[src/logic/afpd_defs.svh]
/*
 * timing counts and frame positions for the frame power-down control block.
 * assumes inclusion by bare name from the package and the design modules.
 */
`ifndef AFPD_DEFS_SVH
`define AFPD_DEFS_SVH

// =============================================================
// core clock and wake-up timing
// =============================================================
`define AFPD_CLK_PERIOD_PS   5000
`define AFPD_WAKE_TIME_US    1
`define AFPD_WAKE_CYCLES     ((`AFPD_WAKE_TIME_US * 1000000 + `AFPD_CLK_PERIOD_PS - 1) / `AFPD_CLK_PERIOD_PS)

// =============================================================
// frame edge positions
// =============================================================
`define AFPD_MODE32_FALL     30
`define AFPD_ZERO_BITS       16
`define AFPD_FRAME16_BITS    16
`define AFPD_CONV_END_12     14
`define AFPD_CONV_END_10     11
`define AFPD_CONV_END_8      9

`endif

[src/logic/afpd_pkg.sv]
/*
 * types shared by the frame power-down control block.
 * assumes the defs header is available on the include path.
 */
package afpd_pkg;
	`include "afpd_defs.svh"

	typedef enum logic [1:0] {
		AFPD_IDLE    = 2'b00,
		AFPD_CONVERT = 2'b01,
		AFPD_SHIFT   = 2'b10
	} afpd_phase_t;

	typedef struct packed {
		logic [15:0] word;
		logic        powered_down;
	} afpd_result_t;
endpackage : afpd_pkg

[src/logic/afpd_core.sv]
/*
 * serial frame engine of a sar converter with frame power-down control.
 * assumes cs_n, sclk and power_down_request come from the host pins,
 * and converted codes arrive from the analog core as a valid/ready stream.
 */
`timescale 1ns/1ps
`include "afpd_defs.svh"
// Behaviour
// - power-down request sampled only at cs rise
// - cs fall starts normal frame, samples
// - armed power-down entered at conversion end
// - data keeps shifting while powered down
// - wake on sclk rise, full after 1us
// - stay powered down while cs low
// - cs rise with request low exits
// - first bit at cs fall, rest on falls
// - cs low to 30th fall selects 32-clock
// - 32-clock mode sends 16 zeros first
module afpd_core
	import afpd_pkg::*;
#(
	parameter int RES        = 12,
	parameter int FIFO_DEPTH = 16,
	parameter int WAKE_CYC   = `AFPD_WAKE_CYCLES
) (
	input  wire logic        core_clk,
	input  wire logic        srst,
	input  wire logic        clk_en,
	input  wire logic        cs_n,
	input  wire logic        sclk,
	input  wire logic        power_down_request,
	output logic             sdo,
	output logic             sdo_oe_n,
	input  wire logic        code_valid,
	output logic             code_ready,
	input  wire logic [15:0] code_data,
	output logic             sample_strobe,
	output logic             convert_active,
	output logic             powered_down,
	output logic             fully_powered,
	output logic             mode32
);
	localparam logic [5:0] CONV_END = (RES == 8)  ? 6'(`AFPD_CONV_END_8)  :
	                                  (RES == 10) ? 6'(`AFPD_CONV_END_10) :
	                                                6'(`AFPD_CONV_END_12);
	localparam int WW = $clog2(WAKE_CYC + 1);

	// =============================================================
	// pin synchronisers
	// =============================================================
	logic [1:0] cs_sync;
	logic [1:0] sclk_sync;
	logic [1:0] pdr_sync;
	logic       cs_q;
	logic       sclk_q;

	always_ff @(posedge core_clk) begin
		if (srst) begin
			cs_sync   <= 2'b11;
			sclk_sync <= 2'b00;
			pdr_sync  <= 2'b00;
			cs_q      <= 1'b1;
			sclk_q    <= 1'b0;
		end else if (clk_en) begin
			cs_sync   <= {cs_sync[0], cs_n};
			sclk_sync <= {sclk_sync[0], sclk};
			pdr_sync  <= {pdr_sync[0], power_down_request};
			cs_q      <= cs_sync[1];
			sclk_q    <= sclk_sync[1];
		end
	end

	logic cs_fall;
	logic cs_rise;
	logic sck_rise;
	logic sck_fall;
	logic cs_low;

	assign cs_low   = !cs_sync[1];
	assign cs_fall  = clk_en && cs_q && !cs_sync[1];
	assign cs_rise  = clk_en && !cs_q && cs_sync[1];
	assign sck_rise = clk_en && cs_low && !sclk_q && sclk_sync[1];
	assign sck_fall = clk_en && cs_low && sclk_q && !sclk_sync[1];

	// =============================================================
	// edge counters within a frame
	// =============================================================
	logic [5:0]  rise_cnt;
	logic [5:0]  fall_cnt;
	afpd_phase_t phase;

	always_ff @(posedge core_clk) begin
		if (srst) begin
			rise_cnt <= '0;
			fall_cnt <= '0;
		end else if (cs_fall) begin
			rise_cnt <= '0;
			fall_cnt <= '0;
		end else begin
			if (sck_rise && rise_cnt != 6'h3f) begin
				rise_cnt <= rise_cnt + 6'h01;
			end
			if (sck_fall && fall_cnt != 6'h3f) begin
				fall_cnt <= fall_cnt + 6'h01;
			end
		end
	end

	always_ff @(posedge core_clk) begin
		if (srst) begin
			phase <= AFPD_IDLE;
		end else if (clk_en) begin
			case (phase)
				AFPD_IDLE: begin
					if (cs_fall) begin
						phase <= AFPD_CONVERT;
					end
				end
				AFPD_CONVERT: begin
					if (cs_rise) begin
						phase <= AFPD_IDLE;
					end else if (sck_rise && rise_cnt + 6'h01 == CONV_END) begin
						phase <= AFPD_SHIFT;
					end
				end
				AFPD_SHIFT: begin
					if (cs_rise) begin
						phase <= AFPD_IDLE;
					end
				end
				default: phase <= AFPD_IDLE;
			endcase
		end
	end

	assign convert_active = (phase == AFPD_CONVERT);
	assign sample_strobe  = cs_fall;

	// =============================================================
	// power-down control
	// =============================================================
	logic          pd_armed;
	logic [WW-1:0] wake_cnt;
	logic          waking;

	always_ff @(posedge core_clk) begin
		if (srst) begin
			pd_armed <= 1'b0;
		end else if (cs_rise) begin
			pd_armed <= pdr_sync[1];
		end
	end

	always_ff @(posedge core_clk) begin
		if (srst) begin
			powered_down <= 1'b0;
		end else if (cs_rise && !pdr_sync[1]) begin
			powered_down <= 1'b0;
		end else if (phase == AFPD_CONVERT && sck_rise && rise_cnt + 6'h01 == CONV_END
			&& pd_armed) begin
			powered_down <= 1'b1;
		end
	end
	// no other path clears powered_down while cs stays low

	// wake starts on an sclk rise once the power-down is released
	always_ff @(posedge core_clk) begin
		if (srst) begin
			waking        <= 1'b0;
			wake_cnt      <= '0;
			fully_powered <= 1'b1;
		end else if (clk_en) begin
			if (powered_down) begin
				waking        <= 1'b0;
				fully_powered <= 1'b0;
			end else if (!fully_powered && !waking && sclk_q ^ sclk_sync[1] && sclk_sync[1]) begin
				waking   <= 1'b1;
				wake_cnt <= WW'(WAKE_CYC);
			end else if (waking) begin
				if (wake_cnt <= WW'(1)) begin
					waking        <= 1'b0;
					fully_powered <= 1'b1;
				end else begin
					wake_cnt <= wake_cnt - 1'b1;
				end
			end
		end
	end

	// =============================================================
	// frame mode and result stream
	// =============================================================
	always_ff @(posedge core_clk) begin
		if (srst) begin
			mode32 <= 1'b0;
		end else if (sck_fall && fall_cnt + 6'h01 == 6'(`AFPD_MODE32_FALL)) begin
			mode32 <= 1'b1;
		end else if (cs_rise && fall_cnt < 6'(`AFPD_MODE32_FALL)) begin
			mode32 <= 1'b0;
		end
	end

	logic        fifo_valid;
	logic        fifo_pop;
	logic [15:0] fifo_data;
	logic [15:0] last_code;

	afpd_fifo #(
		.WIDTH (16),
		.DEPTH (FIFO_DEPTH)
	) u_fifo (
		.core_clk  (core_clk),
		.srst      (srst),
		.clk_en    (clk_en),
		.in_valid  (code_valid),
		.in_ready  (code_ready),
		.in_data   (code_data),
		.out_valid (fifo_valid),
		.out_ready (fifo_pop),
		.out_data  (fifo_data)
	);

	// one result is taken at each frame start that finds the fifo non-empty
	assign fifo_pop = cs_fall && fifo_valid;

	always_ff @(posedge core_clk) begin
		if (srst) begin
			last_code <= 16'h0000;
		end else if (fifo_pop) begin
			last_code <= fifo_data;
		end
	end

	// =============================================================
	// serial output
	// =============================================================
	logic [31:0] shreg;

	always_ff @(posedge core_clk) begin
		if (srst) begin
			shreg    <= 32'h0000_0000;
			sdo      <= 1'b0;
			sdo_oe_n <= 1'b1;
		end else if (cs_rise) begin
			sdo_oe_n <= 1'b1;
			sdo      <= 1'b0;
		end else if (cs_fall) begin
			sdo_oe_n <= 1'b0;
			if (mode32) begin
				shreg <= {16'h0000, (fifo_valid ? fifo_data : last_code)};
				sdo   <= 1'b0;
			end else begin
				shreg <= {(fifo_valid ? fifo_data : last_code), 16'h0000};
				sdo   <= fifo_valid ? fifo_data[15] : last_code[15];
			end
		end else if (sck_fall && rise_cnt != 6'h00) begin
			shreg <= {shreg[30:0], 1'b0};
			sdo   <= shreg[30];
		end
	end
endmodule : afpd_core

[src/logic/afpd_fifo.sv]
/*
 * parameterised valid/ready fifo holding conversion results.
 * assumes one clock, synchronous active-high reset and a clock enable.
 */
`timescale 1ns/1ps
module afpd_fifo #(
	parameter int WIDTH = 16,
	parameter int DEPTH = 16
) (
	input  wire logic             core_clk,
	input  wire logic             srst,
	input  wire logic             clk_en,
	input  wire logic             in_valid,
	output logic                  in_ready,
	input  wire logic [WIDTH-1:0] in_data,
	output logic                  out_valid,
	input  wire logic             out_ready,
	output logic      [WIDTH-1:0] out_data
);
	localparam int AW = $clog2(DEPTH);

	logic [WIDTH-1:0] mem [DEPTH];
	logic [AW-1:0]    wr_ptr;
	logic [AW-1:0]    rd_ptr;
	logic [AW:0]      count;
	logic             push;
	logic             pop;

	assign in_ready  = (count != (AW+1)'(DEPTH));
	assign out_valid = (count != '0);
	assign push      = in_valid && in_ready && clk_en;
	assign pop       = out_valid && out_ready && clk_en;
	assign out_data  = mem[rd_ptr];

	always_ff @(posedge core_clk) begin
		if (push) begin
			mem[wr_ptr] <= in_data;
		end
	end

	always_ff @(posedge core_clk) begin
		if (srst) begin
			wr_ptr <= '0;
			rd_ptr <= '0;
			count  <= '0;
		end else begin
			if (push) begin
				wr_ptr <= (wr_ptr == AW'(DEPTH - 1)) ? '0 : wr_ptr + 1'b1;
			end
			if (pop) begin
				rd_ptr <= (rd_ptr == AW'(DEPTH - 1)) ? '0 : rd_ptr + 1'b1;
			end
			if (push && !pop) begin
				count <= count + 1'b1;
			end else if (pop && !push) begin
				count <= count - 1'b1;
			end
		end
	end
endmodule : afpd_fifo

[config.mk]
export PLATFORM = sky130hd
export DESIGN_NAME = afpd_core
export DESIGN_NICKNAME = d
export VERILOG_FILES = /design/src/logic/afpd_pkg.sv /design/src/logic/afpd_core.sv /design/src/logic/afpd_fifo.sv
export VERILOG_INCLUDE_DIRS = /design/src /design/src/logic
export SDC_FILE = /design/constraint.sdc
export NUM_CORES = 1
export LEC_CHECK = 0
export ABC_CLOCK_PERIOD_IN_PS = 2780
export BUFFER_PORTS_ARGS = -buffer_cell sky130_fd_sc_hd__buf_2
export CORE_ASPECT_RATIO = 0.9
export CORE_MARGIN = 2
export CORE_UTILIZATION = 50
export DETAILED_ROUTE_END_ITERATION = 16
export GPL_ROUTABILITY_DRIVEN = 0
export PLACE_DENSITY = 0.68
export SYNTH_ARGS = -nofsm -noshare
export SYNTH_HDL_FRONTEND = slang
export SYNTH_SLANG_ARGS = --single-unit
[constraint.sdc]
create_clock -name core_clk -period 2.78 [get_ports core_clk]
set_input_delay 0.139 -clock core_clk [delete_from_list [all_inputs] [get_ports core_clk]]
set_output_delay 0.139 -clock core_clk [all_outputs]
set_load 0.01 [all_outputs]
==> flow_metrics.py <==
metrics = {
    "outcome": {
        "status": "finished clean",
    },
    "setup_path": {
        "startpoint_type": "flop",
        "crit_path_start": "u_fifo.count[2]",
        "r2r-end": "u_fifo.count[4]",
        "required_ns": 3.25,
        "critical_path.max_fanout": 4,
        "reg2reg_slack_ns": 0.13,
        "crit_arrival_ns": 3.12,
        "worst_r2r_path_depth": 11,
        "crit_path_end_kind": "flop",
        "worstSetupPathType": "flop to flop",
        "r2r_start": "u_fifo.count[2]",
    },
    "pwr": {
        "cellLeakagePower_nw": 5.85,
        "power_density_nw_per_um2": 654,
        "ir_drop_v": 0.000539,
    },
    "yosys": {
        "syn_inst": 940,
        "synth.avg_cell_area_um2": 16.2,
        "synth.net_count": 980,
        "ys_ff_latch": 357,
        "yosys_warnings": 0,
        "ys_async_sr_fraction_pct": 0,
        "seq_area_frac_synth_pct": 63.8,
        "netlist_area_um2": 15200,
        "synth_ff_type": "edfxtp_1",
        "synth_edf_count": 256,
        "synth.distinct_cells": 74,
    },
    "worst_hold_path": {
        "hold_end": "u_fifo.wr_ptr[1]",
        "hp-class": "primary input to flop",
        "holdPathStages": 3,
        "hold_start": "srst",
    },
    "clock_network": {
        "cts.sinks": 357,
        "cts_max_level": 2,
        "cts_tree": "built",
        "post-cts-setup-buffers": 0,
        "clock_tree.buffer_depth": 3,
        "path_clk_slew_ns": 0.06,
        "cts_made_buffers": 37,
        "clock_latency_ns": 0.54,
        "cts_root_buffer": "clkbuf_16",
    },
    "global_route": {
        "gr-total-overflow": 0,
        "grt_pass1_wl_um": 49200,
        "grt_max_degree": 50,
        "grt_pass1_vias": 8381,
        "grt_use_total_pct": 20.3,
        "antenna_found_initial": 0,
    },
    "route": {
        "drt_iter0_markers": 531,
        "drt_first_pass_iters": 5,
        "drc_errors": 0,
        "wl_um": 31400,
        "final_antenna_net_count": 0,
        "vias_per_cell": 5.83,
        "wire_per_inst_um": 21.5,
        "vias": 8511,
    },
    "sta": {
        "setup-violations-final": 0,
        "period_minus_slack_ns": 2.65,
        "fin_skew_ns": 0.0101,
        "slew_viol_final": 0,
        "rsz0062_at_grt": "no",
        "max_freq_mhz": 377,
        "worst_pin_slew_ns": 1.03,
        "fin_crit_sh_pct": 95.4,
        "hold_viol": 0,
        "relSlewSlack_pct": 31.1,
    },
    "layout": {
        "area_delta_synth_final_pct": 13.8,
        "fin_nets": 1067,
        "fillers": 2266,
        "fin_cells": 1459,
        "n_antenna_cell": 0,
        "fin_util_pct": 57.8,
        "final_cell_mix": "edfxtp_1 (256), dfxtp_1 (96), mux2i_1 (65)",
        "drive_gt1_share_pct": 22.3,
        "final_common_cell": "edfxtp_1",
    },
    "floorplan": {
        "fp-row-count": 60,
        "core_region_area_um2": 30000,
        "die_x_um": 188,
        "ios": 31,
        "start_util_pct": 50.8,
        "dieArea_um2": 31800,
        "die_height_um": 169,
    },
    "job": {
        "drv_cap": 0,
    },
    "placement": {
        "port_buffers": 30,
        "dp_hpwl_um": 19800,
        "dp_cells": 1372,
    },
}
[final cells by class]
cell class / instances / area [µm²] / area share, %
Sequential cell: 357 / 9720 / 56.2
Multi-Input combinational cell: 508 / 4980 / 28.8
Clock buffer: 45 / 977 / 5.65
Timing Repair Buffer: 104 / 866 / 5.00
Tap cell: 403 / 504 / 2.91
Clock inverter: 23 / 186 / 1.08
Inverter: 19 / 76.3 / 0.441
[kinds of logic after synthesis]
family | Yosys count | synth area share, %
AOI/OAI and AO/OA | 141 | 7.34
xor gates and xnor gates | 22 | 1.27
adders and majority gates | 17 | 1.45
buffers and inverters | 75 | 3.87
DFF | 357 | 63.8
muxes | 137 | 15.3
and+or+nand+nor | 191 | 6.98
[flip-flops by register name, indices dropped and copies added, names as in the netlist, named ones only]
name,cells
pd_armed,1
u_fifo.count,5
wake_cnt,8
sdo_oe_n,1
u_fifo.wr_ptr,4
fully_powered,1
waking,1
last_code,16
fall_cnt,6
mode32,1
pdr_sync,2
sclk_sync,2
cs_sync,2
u_fifo.mem,256
sclk_q,1
rise_cnt,6
sdo,1
u_fifo.rd_ptr,4
shreg,31
powered_down,1
phase,2
cs_q,1
[synthesized netlist by cell type, types with 8 or more instances]
| cell type | number | area (µm²) |
|---|---|---|
| clkbuf_8 | 9 | 124 |
| nand2_1 | 29 | 109 |
| dfxtp_1 | 101 | 2020 |
| mux2i_1 | 65 | 651 |
| nand3b_1 | 19 | 143 |
| ha_1 | 16 | 200 |
| mux4_1 | 19 | 499 |
| and3_1 | 8 | 50.1 |
| nor2_1 | 56 | 210 |
| buf_6 | 10 | 113 |
| buf_2 | 8 | 40.0 |
| o21ai_0 | 13 | 65.1 |
| xor2_1 | 14 | 123 |
| edfxtp_1 | 256 | 7690 |
| o221ai_1 | 25 | 219 |
| a21oi_1 | 27 | 135 |
| nor3_1 | 16 | 80.1 |
| nand3_1 | 11 | 55.1 |
| clkbuf_1 | 12 | 45.0 |
| mux4_2 | 43 | 968 |
| mux2i_4 | 8 | 180 |
| o221ai_2 | 10 | 150 |
| xnor2_1 | 8 | 70.1 |
| inv_1 | 17 | 63.8 |
| a2bb2oi_1 | 21 | 184 |
[how the worst max path moves through the flow]
stage / slack (ns) / endpoint
4_1_cts: 0.06 / u_fifo.count[4]
6_report: 0.13 / u_fifo.count[4]
5_1_grt: 0.01 / u_fifo.count[4]
2_1_floorplan: -0.18 / u_fifo.mem[11][0]
3_5_place_dp: 0.07 / u_fifo.count[4]
3_3_place_gp: 0.1 / u_fifo.count[4]
[layer usage]
layer | vias to the layer above | GRT usage [%] | wire length [µm]
li1 | 3932 | - | -
met1 | 4310 | 28.7 | 14200
met2 | 226 | 32.7 | 14900
met3 | 43 | 3.45 | 1690
met4 | 0 | 5.65 | 524
met5 | - | 0 | 0
[through the flow]
stage	setup TNS, ns	cell area, µm²	hold slack, ns	total power, W	setup slack, ns
after floorplan	-11.40	15200	0.238	0.00641	-0.176
final	0	17300	0.123	0.0113	0.127
after global placement	0	15900	0.368	0.00662	0.0958
after CTS	0	17300	0.0942	0.0114	0.0556
after global routing	0	17300	0.125	0.0117	0.0148
after detailed placement	0	15900	0.372	0.00664	0.0658
[timing repair]
item,in CTS,in global routing
endpoints found under the setup margin,0,1
hold endpoints to repair,259,0
hold buffers,19,0
gates resized for setup,0,7
[critical path: stages, from the launching register on]
cell	delay (ns)
dfxtp_4	0.36
or4_4	0.52
o21a_1	0.22
clkinv_2	0.07
ha_4	0.14
inv_4	0.05
fa_2	0.34
a21o_1	0.18
a21oi_2	0.12
xnor2_1	0.09
or3_1	0.38
a21oi_2	0.11
[where the power goes]
| part | internal (W) | switching (W) |
|---|---|---|
| combinational | 0.000325 | 0.000413 |
| sequential | 0.00577 | 0.0000546 |
| clock | 0.00271 | 0.00204 |
(Power assumes the default switching activity.)
